--- src/core/fault_pkg.sv ---
// Constants and carriers for the LED fault-protection sequencer.
// Assumes a 200 MHz system clock; analogue comparators arrive as raw levels.
package fault_pkg;
  localparam int          LANES        = 6;
  localparam int          TIMEOUT_PWM  = 6;
  localparam int          CLK_MHZ      = 200;
  localparam int          SHUTDOWN_MS  = 31;
  localparam int          SHUTDOWN_CYC = SHUTDOWN_MS * 1000 * CLK_MHZ;
  localparam logic [7:0]  SCALE_FULL   = 8'hff;
  localparam logic [7:0]  SCALE_FIRST  = 8'hc2;
  localparam logic [7:0]  SCALE_STEP   = 8'h10;
  localparam logic [7:0]  SCALE_FLOOR  = 8'h20;
  localparam int          ST_FAULT     = 0;
  localparam int          ST_THERMAL   = 1;
  localparam int          ST_OVCURR    = 2;
  localparam int          ST_LANE_SD   = 3;
  localparam int          ST_WIDTH     = 8;

  typedef enum {INJECT, RUN, HOT, DEAD} phase_e;

  typedef struct packed {
    logic            sw_over_limit;
    logic            switch_node_ok;
    logic            ovp_over_target;
    logic            ovp_below_fifth;
    logic            temp_low_trip;
    logic            temp_high_trip;
    logic            cooled;
    logic            input_overcurrent;
  } sense_s;

  // Comparator idle levels: an unpowered output sits below a fifth of its limit
  localparam sense_s      SENSE_IDLE   = '{ovp_below_fifth: 1'b1, default: 1'b0};

  typedef struct packed {
    logic [LANES-1:0] below_target;
    logic [LANES-1:0] over_short;
  } lane_sense_s;
endpackage

--- src/core/led_fault_protection_ctrl.sv ---
// LED backlight fault-protection sequencer: start-up checks, thermal response,
// per-lane open/short time-out and thermal current foldback.
// Assumes comparator levels arrive asynchronously and pwm_period_tick is on sys_clk.
`timescale 1ns/1ps

// What this block does
// - Switch off when current over limit
// - Inject current; wait switch node above threshold
// - Protection transistor off on rise-then-fall
// - Lower temperature: weak lanes time out
// - Upper temperature stops boost and sources
// - Upper temperature sets thermal status bit
// - Status stays readable during thermal shutdown
// - Over-short lane disabled after six periods
// - Lane below short threshold stays enabled
// - Recovery at reduced scale, lower each trip down to a floor
// - Open lane at overvoltage times out
// - Overvoltage disables weak lanes that lane_mask enables, after six periods in RUN
// - Shorted output: permanent shutdown after 31 ms
// - Input overcurrent kills lanes, latches cause
module led_fault_protection_ctrl
  import fault_pkg::*;
#(
  parameter int SHUTDOWN_CYCLES = SHUTDOWN_CYC
) (
  input  wire logic             sys_clk,
  input  wire logic             rst_n,
  input  wire logic             enable,
  input  wire logic             pwm_period_tick,
  input  wire sense_s           sense_raw,
  input  wire lane_sense_s      lane_raw,
  input  wire logic [LANES-1:0] lane_mask,
  output logic                  boost_gate_on,
  output logic                  inject_current_on,
  output logic                  protect_fet_on,
  output logic [LANES-1:0]      lane_enable,
  output logic [7:0]            current_scale,
  output logic [ST_WIDTH-1:0]   fault_status,
  output logic                  ctrl_alive
);

  sense_s      s_meta, s;
  lane_sense_s l_meta, l;
  phase_e      phase, next_phase;
  logic [$clog2(SHUTDOWN_CYCLES+1)-1:0] up_cnt, next_up_cnt;
  logic [2:0]  to_cnt [LANES];
  logic [2:0]  next_to_cnt [LANES];
  logic [LANES-1:0] disabled, next_disabled;
  logic        ovp_armed, next_ovp_armed;
  logic        fet_off, next_fet_off;
  logic [7:0]  scale, next_scale;
  logic [ST_WIDTH-1:0] status, next_status;
  logic        switching, next_switching;
  logic [LANES-1:0] lane_fault;

  // Two-stage synchronisers for comparator levels
  always_ff @(posedge sys_clk) begin
    if (!rst_n) begin
      // Idle levels, so the first flushed sample cannot look like an overvoltage fall
      s_meta <= SENSE_IDLE;
      s      <= SENSE_IDLE;
      l_meta <= '0;
      l      <= '0;
    end else begin
      s_meta <= sense_raw;
      s      <= s_meta;
      l_meta <= lane_raw;
      l      <= l_meta;
    end
  end

  // A lane counts only while its fault stands; masked or shut lanes never count
  always_comb begin
    for (int i = 0; i < LANES; i++) begin
      lane_fault[i] = lane_mask[i] && !disabled[i] &&
                      (l.over_short[i] ||
                       (l.below_target[i] && (s.temp_low_trip || s.ovp_over_target)));
    end
  end

  always_comb begin
    next_phase     = phase;
    next_up_cnt    = up_cnt;
    next_ovp_armed = ovp_armed;
    next_fet_off   = fet_off;
    next_scale     = scale;
    next_status    = status;
    next_disabled  = disabled;
    for (int i = 0; i < LANES; i++) next_to_cnt[i] = to_cnt[i];
    if (up_cnt < SHUTDOWN_CYCLES[$bits(up_cnt)-1:0]) next_up_cnt = up_cnt + 1'b1;
    // Armed once the output has climbed past a fifth of its limit
    if (!s.ovp_below_fifth) next_ovp_armed = 1'b1;
    if (ovp_armed && s.ovp_below_fifth) next_fet_off = 1'b1;
    if (s.input_overcurrent) next_status[ST_OVCURR] = 1'b1;
    case (phase)
      INJECT: begin
        if (s.switch_node_ok) next_phase = RUN;
        else if (up_cnt >= SHUTDOWN_CYCLES[$bits(up_cnt)-1:0]) next_phase = DEAD;
      end
      RUN: begin
        // Clearing wins even when a thermal or overcurrent branch below takes over
        for (int i = 0; i < LANES; i++) begin
          if (!lane_fault[i]) next_to_cnt[i] = 3'd0;
        end
        if (s.input_overcurrent || next_fet_off) begin
          next_phase = DEAD;
        end else if (s.temp_high_trip) begin
          next_phase = HOT;
          next_status[ST_THERMAL] = 1'b1;
          // Each trip lowers the recovery scale, floored so lanes never go dark
          if (scale == SCALE_FULL) next_scale = SCALE_FIRST;
          else if (scale > SCALE_FLOOR + SCALE_STEP) next_scale = scale - SCALE_STEP;
          else next_scale = SCALE_FLOOR;
        end else begin
          for (int i = 0; i < LANES; i++) begin
            if (lane_fault[i] && pwm_period_tick) begin
              if (to_cnt[i] == 3'(TIMEOUT_PWM - 1)) next_disabled[i] = 1'b1;
              else next_to_cnt[i] = to_cnt[i] + 3'd1;
            end
          end
        end
      end
      HOT: begin
        if (s.cooled && !s.temp_high_trip) begin
          next_phase    = RUN;
          next_disabled = '0;
          for (int i = 0; i < LANES; i++) next_to_cnt[i] = 3'd0;
        end
      end
      DEAD: next_phase = DEAD;
      default: next_phase = INJECT;
    endcase
    next_status[ST_LANE_SD] = |next_disabled;
    next_status[ST_FAULT]   = next_status[ST_THERMAL] | next_status[ST_OVCURR] | (|next_disabled) |
                              (next_phase == DEAD);
  end

  // Cycle-by-cycle limit acts on the synchronised comparator
  always_comb begin
    // Follows the next phase so switching stops on the very edge that leaves RUN
    next_switching = (next_phase == RUN) && !s.sw_over_limit;
  end

  always_ff @(posedge sys_clk) begin
    if (!rst_n || !enable) begin
      phase     <= INJECT;
      up_cnt    <= '0;
      ovp_armed <= 1'b0;
      fet_off   <= 1'b0;
      scale     <= SCALE_FULL;
      status    <= '0;
      disabled  <= '0;
      switching <= 1'b0;
      for (int i = 0; i < LANES; i++) to_cnt[i] <= 3'd0;
    end else begin
      phase     <= next_phase;
      up_cnt    <= next_up_cnt;
      ovp_armed <= next_ovp_armed;
      fet_off   <= next_fet_off;
      scale     <= next_scale;
      status    <= next_status;
      disabled  <= next_disabled;
      switching <= next_switching;
      for (int i = 0; i < LANES; i++) to_cnt[i] <= next_to_cnt[i];
    end
  end

  assign boost_gate_on     = switching && !s.sw_over_limit;
  assign inject_current_on = (phase == INJECT);
  assign protect_fet_on    = !fet_off && (phase != DEAD);
  assign lane_enable       = (phase == RUN) ? (lane_mask & ~disabled) : '0;
  assign current_scale     = scale;
  assign fault_status      = status;
  assign ctrl_alive        = enable;
endmodule

--- config.mk ---
export PLATFORM = sky130hd
export DESIGN_NAME = led_fault_protection_ctrl
export DESIGN_NICKNAME = d
export VERILOG_FILES = /design/src/core/fault_pkg.sv /design/src/core/led_fault_protection_ctrl.sv
export SDC_FILE = /design/constraint.sdc
export NUM_CORES = 1
export LEC_CHECK = 0
export BUFFER_PORTS_ARGS = -buffer_cell sky130_fd_sc_hd__buf_2
export CORE_MARGIN = 1
export CORE_UTILIZATION = 55
export CTS_BUF_LIST = sky130_fd_sc_hd__clkbuf_8
export DETAILED_ROUTE_END_ITERATION = 8
export GPL_ROUTABILITY_DRIVEN = 0
export GPL_TIMING_DRIVEN = 1
export PLACE_DENSITY = 0.78
export SYNTH_ARGS = -nofsm -noshare
export SYNTH_HDL_FRONTEND = slang
export SYNTH_SLANG_ARGS = --single-unit
--- constraint.sdc ---
create_clock -name sys_clk -period 1.8 [get_ports sys_clk]
set_input_delay 0.45 -clock sys_clk [delete_from_list [all_inputs] [get_ports sys_clk]]
set_output_delay 0.45 -clock sys_clk [all_outputs]
set_load 0.02 [all_outputs]
==> results of run 1 <==
## how the worst max path moves through the flow
| stage | slack (ps) | end | cells past startpoint |
|---|---|---|---|
| final | -680 | lane_enable[1] | 5 |
| after global routing | -710 | lane_enable[5] | 5 |
| after CTS | -550 | lane_enable[5] | 5 |
| after detailed placement | -340 | to_cnt[2][1]$_SDFFE_PP0P_ | 7 |
| after global placement | -250 | to_cnt[2][1]$_SDFFE_PP0P_ | 7 |
| after floorplan | -50 | lane_enable[5] | 4 |
## power by group through the flow
| stage | registers (W) | clock network, W | logic (W) |
|---|---|---|---|
| after floorplan | 0.00310 | 0 | 0.000149 |
| after global placement | 0.00310 | 0 | 0.000237 |
| after detailed placement | 0.00311 | 0 | 0.000245 |
| after CTS | 0.00305 | 0.00255 | 0.000269 |
| after global routing | 0.00306 | 0.00271 | 0.000323 |
| final | 0.00306 | 0.00256 | 0.000306 |
## placed cells by master, fill, tap and decap left out, types with 4 or more instances in the layout
master,Yosys,final
o31ai_1,6,6
nor4_4,2,12
dfxtp_1,132,116
and3_1,6,4
a21oi_2,1,18
o21ai_0,16,7
a211oi_1,17,14
and2_1,41,40
nand2_1,38,33
a31o_2,6,5
nor2_1,48,40
xnor2_1,5,5
a22oi_2,0,5
conb_1,1,34
a2111oi_4,2,7
ha_1,16,16
clkbuf_8,0,18
or4_4,0,6
buf_6,0,31
buf_4,9,94
nand3_1,14,11
o21ai_2,0,7
a31oi_1,10,7
dfxtp_2,0,15
and4_4,0,4
inv_8,0,4
nor2_4,0,6
buf_2,2,43
nor2b_1,7,5
nand2b_1,11,11
inv_1,26,25
nand4b_1,4,4
inv_6,0,5
o21a_1,6,6
a21oi_1,37,20
## worst reg2reg max path, delay by kind of cell (launching register included)
family / cells / cell delay (ps)
compound gates: 2 / 430
buf+inv: 5 / 780
flops: 1 / 360
simple gates: 3 / 720
## metal layers
metal  part of all wire [%]  track usage, %  up-vias
met1                     36           34.03     2661
met3                    8.0           8.972      131
met2                     49           55.42      408
met4                    6.6           21.52        0
li1                       -               -     2419
met5                      0               0        -
## cell type report
type                       count  area, um^2  area share [%]
clock inverter                14       156.4           1.958
sequential                   132        2665           33.36
timing repair buffer         172        1345           16.84
tap                          129       161.4           2.020
clock buffer                  18       247.7           3.101
inverter                      26       97.59           1.222
multi-input combinational    421        3311           41.44
antenna                        2       5.005         0.06265
## repair_timing
item | 4_1_cts | 5_1_grt
pin swaps | 49 | 46
buffers inserted | 21 | 19
setup endpoints to repair | 55 | 62
cloned | 2 | 0
resized for setup | 82 | 88
## sequential cells by signal, indices dropped and copies added, names as in the netlist, 6 cells and up
name / count
l: 12
l_meta: 12
up_cnt: 23
to_cnt: 18
s_meta: 8
s: 8
phase: 32
current_scale: 6
disabled: 6
## logic make-up (layout without fill, tap and decap cells)
kind of cell,Yosys count,count (layout),synth area share (%)
multiplexers,1,1,0.1851
other,1,36,0.06935
AND/OR/NAND/NOR,220,221,23.16
XOR/XNOR,5,5,0.8098
buffers and inverters,52,230,4.280
AO/OA/AOI/OAI,144,144,18.93
flip-flops,132,132,48.87
adder cells (fa/ha/maj),16,16,3.702
## stage by stage
stage / hold slack, ps / area (um^2)
after detailed placement: 412.3 / 6638
after CTS: 181.4 / 7516
after floorplan: 386.3 / 5720
final: 196.5 / 7989
after global placement: 391.3 / 6638
after global routing: 184.8 / 7986
==> metrics.csv, run 1 <==
metric,value,unit
crit path launch,phase[23]$_SDFF_PP0_,
vias in the first global route,5281,
Std-Cell Core Area,9371,um^2
Yosys reg bits,132,
Num CTS Buffers,17,
Mapped Avg Cell Area,9.471,um^2
Seq pwr share,51.7,%
Ports,56,
asr flop ratio synth,0,%
vias per cell,6.148,
Yosys top cell area share,48.87,%
DRT iter0 DRCs,366,
pwr dens,741.3,nW/um^2
crit path DAT,2030,ps
Congestion Overflow GR,0,
H-tree depth,4,
mapped cell area,5408,um^2
Clock Path Buffers,2,
Routed Antenna Nets,0,
final wirelength,19390,um
total of max-cap violations,0,
HP Start,lane_raw[10],
Crit-path slowest cell,nor4_4,
highest cell delay on the worst timing path,410,ps
CP Launch Type,register,
Die Height,101.2,um
Setup Skew,14.50,ps
Switch Pwr,0.001598,W
latest clock arrival within the worst-skew pair,460,ps
Final setup viols,56,
"Distinct cells, synth",66,
top_reg_cell synth,dfxtp_1,
Root Driver,clkbuf_8,
Final Core Density,85.25,%
kind of cell adding the most delay to the critical path,simple AND/OR/NAND/NOR gates,
Final Max Tran Viols,0,
min-delay worst type,in2reg,
Die X,101.2,um
Clock power frac,43.2,%
Worst Hold Path EP,l_meta[10]$_SDFF_PN0_,
WS Path Type,reg2out,
Worst Tran Pin Value,919.7,ps
share of cells above drive strength 1,42.53,%
top-count cell post-synth,dfxtp_1,
switch share,26.99,%
register area share after synthesis,48.87,%
Rows,35,
number of flops mapped to enable cells by yosys,0,
period utilisation layout,138.0,%
crit-path max FO,7,
placed cells,844,
worst r2r path cells,10,
"top cells by area, synth","dfxtp_1, and2_1, ha_1",
maximum vdd drop,0.8641,mV
setup slack after layout,-683.7,ps
endpoint class of the critical path,output pin,
hpwl dp,9079,um
initial antenna violation count,1,
Fmax achieved,402.6,MHz
RR Startpoint,phase[23]$_SDFF_PP0_,
largest net degree at the start of global routing,54,
failing checks,negative setup slack,
post-route DRC violation count,0,
Power Total,0.005922,W
leak pwr,3.207,nW
TritonCTS clock tree,yes,
synthesis-to-layout area growth,47.73,%
via count,5619,
final hold vios,0,
post-DR wirelength/cell,21.21,um
reg2reg setup slack,-600,ps
Yosys warnings,0,
setup TNS,-20340,ps
starting density of the core,57.70,%
RSZ-0062 raised after global routing,yes,
status,finished with violations,
layout net count,816,
CTS Hold Bufs,0,
drt pass-1 iters,5,
Int Pwr,0.004324,W
relative slew slack,38.46,%
Clock transition at path regs,90,ps
first-pass GRT wire length,24670,um
hold-critical path depth,2,
worst path required time,1350,ps
DP Worst Slack,-341.9,ps
area of the die,10230,um^2
# port buffers,51,
Comb pwr share,5.2,%
Filler Cell Count,462,
leading area contributor after synthesis,dfxtp_1,
crit path cell chain,nor4_4 > and4_4 > nand3_4 > nor2_4 > buf_6,
RR Endpoint,to_cnt[3][1]$_SDFFE_PP0P_,
Mapped Cells,571,
clk sinks,132,
total track usage,32.00,%
crit path time final,2484,ps
CP Buf/Inv Count,1,
synth cell count leaders,"dfxtp_1, nor2_1, and2_1",
Finished Layout Cells,914,
No activity file was read; power rests on OpenSTA's default activity.
==> inputs of run 2 (changes only) <==
SETUP_SLACK_MARGIN = 0.1   (was unset)
==> metrics.csv, run 2 (synthesis results as in run 1) <==
metric,value,unit,change
CTS Hold Bufs,0,,unchanged
Power Total,0.005912,W,-0.17%
maximum vdd drop,0.8055,mV,-6.8%
Rows,35,,unchanged
leak pwr,3.067,nW,-4.4%
vias per cell,5.955,,-3.1%
final wirelength,16860,um,-13%
worst path required time,1350,ps,about the same
WP depth,7,,+2
initial antenna violation count,0,,-1
Worst Tran Pin Value,832.5,ps,-87.16 ps
clk sinks,132,,unchanged
RR Startpoint,phase[29]$_SDFF_PP0_,,
final hold slack,182.9,ps,-13.62 ps
Clock Path Buffers,2,,unchanged
Std-Cell Core Area,9371,um^2,unchanged
Die X,101.2,um,unchanged
period utilisation layout,136.6,%,-1.4 points
starting density of the core,57.70,%,unchanged
via count,5282,,-6.0%
"commonest non-fill, non-tap cell in the layout",dfxtp_1,,
crit path cell chain,nor4_4 > buf_4 > nand4_2 > buf_12 > nor2_4 > a31oi_2 > buf_2,,
pwr dens,761.0,nW/um^2,+2.7%
RSZ-0062 raised after global routing,yes,,
TritonCTS clock tree,yes,,
synthesis-to-layout area growth,43.66,%,
first-pass GRT wire length,23940,um,-2.9%
min-delay worst type,in2reg,,
biggest regs,"phase: 32 flops, up_cnt: 23 flops, to_cnt: 18 flops",,
worst r2r path cells,11,,+1
antenna cells,0,,-2
setup TNS,-20040,ps,+298.5 ps
Clock transition at path regs,90,ps,about the same
area of the die,10230,um^2,unchanged
failing checks,negative setup slack,,
crit path time final,2459,ps,-24.86 ps
crit path launch,phase[4]$_SDFF_PP0_,,
CP Buf/Inv Count,3,,+2
Ports,56,,unchanged
share of cells above drive strength 1,39.31,%,-3.2 points
Routed Antenna Nets,0,,unchanged
CP Launch Type,register,,
relative slew slack,44.17,%,+5.7 points
post-route DRC violation count,0,,unchanged
Filler Cell Count,518,,+12%
hold-critical path depth,2,,unchanged
Num CTS Buffers,17,,unchanged
largest net degree at the start of global routing,41,,-24%
RR Endpoint,disabled[2]$_SDFF_PP0_,,
Final Core Density,82.90,%,-2.3 points
drt pass-1 iters,6,,+1
Die Height,101.2,um,unchanged
kind of cell adding the most delay to the critical path,simple AND/OR/NAND/NOR gates,,
crit-path max FO,3,,-4
Post-DP Area,6624,um^2,-0.21%
reg2reg setup slack,-500,ps,+100 ps
endpoint class of the critical path,output pin,,
Setup Skew,11.84,ps,-2.657 ps
post-DR wirelength/cell,19.01,um,-10%
layout net count,791,,-3.1%
total track usage,30.72,%,-1.3 points
Root Driver,clkbuf_8,,
vias in the first global route,4998,,-5.4%
Reg with most FFs,phase,,
total of max-cap violations,0,,unchanged
Final setup viols,57,,+1.8%
Worst Hold Path EP,s_meta[4]$_SDFF_PN1_,,
Fmax achieved,406.7,MHz,+1.0%
sequential cell area,2671,um^2,+0.23%
# port buffers,51,,unchanged
Congestion Overflow GR,0,,unchanged
crit path DAT,2010,ps,-20 ps
HP Start,sense_raw[4],,
latest clock arrival within the worst-skew pair,450,ps,about the same
setup slack after layout,-658.8,ps,+24.86 ps
status,finished with violations,,
H-tree depth,4,,unchanged
final hold vios,0,,unchanged
DRT iter0 DRCs,420,,+15%
WS Path Type,reg2out,,
Final Max Tran Viols,0,,unchanged
Largest register FFs,32,,unchanged
most frequent cells in the layout,"dfxtp_1, buf_4, buf_2, nor2_1, and2_1",,
highest cell delay on the worst timing path,350,ps,-60 ps
Crit-path slowest cell,nor4_4,,
Finished Cell Area,7769,um^2,-2.8%
Multi-input gate area,3287,um^2,-0.72%
hpwl dp,9514,um,+4.8%
[run 2: final cells by class]
| type | count | share of cell area [%] |
|---|---|---|
| clock buffers | 18 | 3.189 |
| clock inverters | 14 | 2.029 |
| inverters | 26 | 1.256 |
| multi-input cells | 421 | 42.31 |
| flip-flops and latches | 132 | 34.39 |
| well taps | 129 | 2.078 |
| repair buffers | 147 | 14.75 |
[run 2: report_power, final]
group          internal [W]  switching, W
logic              0.000126      0.000161
registers           0.00300     0.0000572
clock network       0.00120       0.00137
[run 2: worst max-delay path by stage]
stage | to | slack, ps
after floorplan | current_scale[1]$_SDFFE_PP1P_ | -20
after global placement | to_cnt[4][1]$_SDFFE_PP0P_ | -140
after detailed placement | current_scale[1]$_SDFFE_PP1P_ | -190
after CTS | lane_enable[4] | -640
after global routing | lane_enable[4] | -710
final | protect_fet_on | -660
[run 2: metal layers]
layer	global-route usage [%]	vias up	share of wire [%]
met5	0	-	0
met4	16.28	0	4.7
met3	6.763	72	6.8
met2	53.22	304	51
met1	35.56	2518	37
li1	-	2388	-
[run 2: through the flow]
step	worst slack, ps	instances
2_1_floorplan	-18.82	604
3_3_place_gp	-144.7	833
3_5_place_dp	-188.3	833
4_1_cts	-644.2	876
5_1_grt	-709.9	887
6_report	-658.8	887
[run 2: timing repair]
item / 4_1_cts / 5_1_grt
gates cloned: 2 / 0
buffers inserted: 9 / 13
pin swaps: 39 / 43
setup endpoints to repair: 59 / 65
gates resized for setup: 74 / 62
==> inputs of run 3 (changes only) <==
==> constraint.sdc (replaced) <==
create_clock -name sys_clk -period 1.8 [get_ports sys_clk]
set_input_delay 0.18 -clock sys_clk [delete_from_list [all_inputs] [get_ports sys_clk]]
set_output_delay 0.18 -clock sys_clk [all_outputs]
set_load 0.02 [all_outputs]
==> metrics.csv, run 3 (synthesis results as in run 1) <==
metric,value,unit,change
setup TNS,-13610,ps,+6431 ps
Final Max Tran Viols,0,,unchanged
"commonest non-fill, non-tap cell in the layout",dfxtp_1,,
Post-DP Area,6541,um^2,-1.2%
pwr dens,726.8,nW/um^2,-4.5%
TritonCTS clock tree,yes,,
Int Pwr,0.004451,W,+2.9%
HP Start,rst_n,,
Final Core Density,88.36,%,+5.5 points
Rows,35,,unchanged
drt pass-1 iters,8,,+2
Worst Hold Path EP,s[6]$_SDFF_PN0_,,
Comb pwr share,5.2,%,+0.3 points
via count,5727,,+8.4%
switch share,26.04,%,-0.76 points
worst path required time,1620,ps,+270 ps
most frequent cells in the layout,"dfxtp_1, buf_4, buf_2, and2_1, nor2_1",,
highest cell delay on the worst timing path,360,ps,about the same
Root Driver,clkbuf_8,,
crit path time final,2241,ps,-217.6 ps
Final setup viols,56,,-1.8%
layout net count,823,,+4.0%
Std-Cell Core Area,9371,um^2,unchanged
area of the die,10230,um^2,unchanged
DRT iter0 DRCs,554,,+32%
endpoint class of the critical path,output pin,,
post-route DRC violation count,0,,unchanged
share of cells above drive strength 1,41.90,%,+2.6 points
vias in the first global route,5344,,+6.9%
Crit-path slowest cell,nor4_4,,
clk sinks,132,,unchanged
CP Launch Type,register,,
maximum vdd drop,1.031,mV,+28%
final wirelength,19830,um,+18%
setup slack after layout,-441.3,ps,+217.6 ps
Filler Cell Count,386,,-25%
initial antenna violation count,1,,+1
Clock transition at path regs,80,ps,about the same
min-delay worst type,in2reg,,
status,finished with violations,,
Fmax achieved,446.2,MHz,+9.7%
Congestion Overflow GR,0,,unchanged
Switch Pwr,0.001567,W,-1.1%
Ports,56,,unchanged
Clock power frac,44.1,%,+0.7 points
crit path DAT,2060,ps,+50 ps
Finished Cell Area,8280,um^2,+6.6%
latest clock arrival within the worst-skew pair,460,ps,about the same
leak pwr,3.243,nW,+5.8%
first-pass GRT wire length,25550,um,+6.7%
relative slew slack,53.85,%,+9.7 points
DP Worst Slack,-225.2,ps,-36.89 ps
Largest register FFs,32,,unchanged
Die X,101.2,um,unchanged
post-DR wirelength/cell,21.56,um,+13%
failing checks,negative setup slack,,
final hold vios,0,,unchanged
H-tree depth,4,,unchanged
hpwl dp,8961,um,-5.8%
Clock Path Buffers,2,,unchanged
WS Path Type,reg2out,,
crit path cell chain,nor4_4 > and4_4 > nand3_4 > buf_12 > nor2_2 > buf_4,,
RR Startpoint,s[5]$_SDFF_PN0_,,
worst r2r path cells,5,,-6
Reg with most FFs,phase,,
Die Height,101.2,um,unchanged
total of max-cap violations,0,,unchanged
hold-critical path depth,2,,unchanged
RR Endpoint,fault_status[0]$_SDFF_PP0_,,
synthesis-to-layout area growth,53.12,%,
crit-path max FO,8,,+5
period utilisation layout,124.5,%,-12 points
total track usage,33.04,%,+2.3 points
reg2reg setup slack,-440,ps,+60 ps
vias per cell,6.225,,+4.5%
Num CTS Buffers,17,,unchanged
biggest regs,"phase: 32 flops, up_cnt: 23 flops, to_cnt: 18 flops",,
Seq pwr share,50.7,%,-1.0 points
# port buffers,51,,unchanged
Worst Tran Pin Value,687.6,ps,-144.9 ps
Routed Antenna Nets,0,,unchanged
RSZ-0062 raised after global routing,yes,,
starting density of the core,57.70,%,unchanged
largest net degree at the start of global routing,40,,-2.4%
Setup Skew,20.43,ps,+8.582 ps
run 3: cell types whose count changed in the layout (fill, tap and decap cells not counted), moves of 5 or more:
| cell | delta |
|---|---|
| dlygate4sd3_1 | +20 |
| buf_6 | +11 |
| a211oi_1 | -5 |
| a211oi_2 | +5 |
| a31oi_1 | -5 |
| nor2_2 | +5 |
run 3: area by class of cell:
class	count	area [um^2]	area share [%]
Multi-Input combinational cell	422	3456	41.73
Sequential cell	132	2681	32.38
Timing Repair Buffer	178	1468	17.72
Clock buffer	18	247.7	2.992
Clock inverter	14	166.4	2.010
Tap cell	129	161.4	1.949
Inverter	26	97.59	1.179
Antenna cell	1	2.502	0.03022
run 3: per-layer routing:
layer | wire (um) | track usage [%] | up-vias
met5 | 0 | 0 | -
met4 | 1370 | 17.39 | 0
met3 | 1981 | 8.627 | 184
met2 | 9727 | 58.40 | 467
met1 | 6753 | 36.45 | 2636
li1 | - | - | 2440
run 3: power groups by stage:
| stage | clock network (W) | logic, W | registers (W) |
|---|---|---|---|
| floorplan | 0 | 0.000149 | 0.00311 |
| global route | 0.00280 | 0.000337 | 0.00306 |
| finish | 0.00265 | 0.000315 | 0.00305 |
| detailed placement | 0 | 0.000229 | 0.00312 |
| global placement | 0 | 0.000223 | 0.00311 |
| CTS | 0.00262 | 0.000279 | 0.00305 |
run 3: worst max path at each step:
stage	startpoint	to	slack, ps	cells past startpoint
3_3_place_gp	phase[6]$_SDFF_PP0_	switching$_SDFF_PP0_	-110	6
3_5_place_dp	phase[6]$_SDFF_PP0_	to_cnt[2][1]$_SDFFE_PP0P_	-230	6
6_report	phase[6]$_SDFF_PP0_	lane_enable[3]	-440	6
5_1_grt	s[3]$_SDFF_PN0_	fault_status[0]$_SDFF_PP0_	-560	5
2_1_floorplan	phase[15]$_SDFF_PP0_	current_scale[1]$_SDFFE_PP1P_	-6	6
4_1_cts	phase[3]$_SDFF_PP0_	protect_fet_on	-350	7
run 3: stage by stage:
| stage | hold WS, ps | instances | power (W) |
|---|---|---|---|
| after floorplan | 281.5 | 604 | 0.003259 |
| after global placement | 364.3 | 828 | 0.003337 |
| after global routing | 15.83 | 920 | 0.006196 |
| after detailed placement | 370.9 | 828 | 0.003347 |
| after CTS | 17.15 | 909 | 0.005949 |
| final | 31.36 | 920 | 0.006018 |
run 3: what timing repair did:
item	4_1_cts	5_1_grt
cloned	1	1
pin swaps	56	53
endpoints found under the hold margin	20	0
hold buffers	20	0
resized for setup	98	88
buffers inserted	29	10
setup endpoints to repair	61	66
run 3: critical path, delay by kind of cell, from the launching register on:
family	cells	cell delay [ps]
simple gates	4	950
flops	1	330
buf+inv	2	330
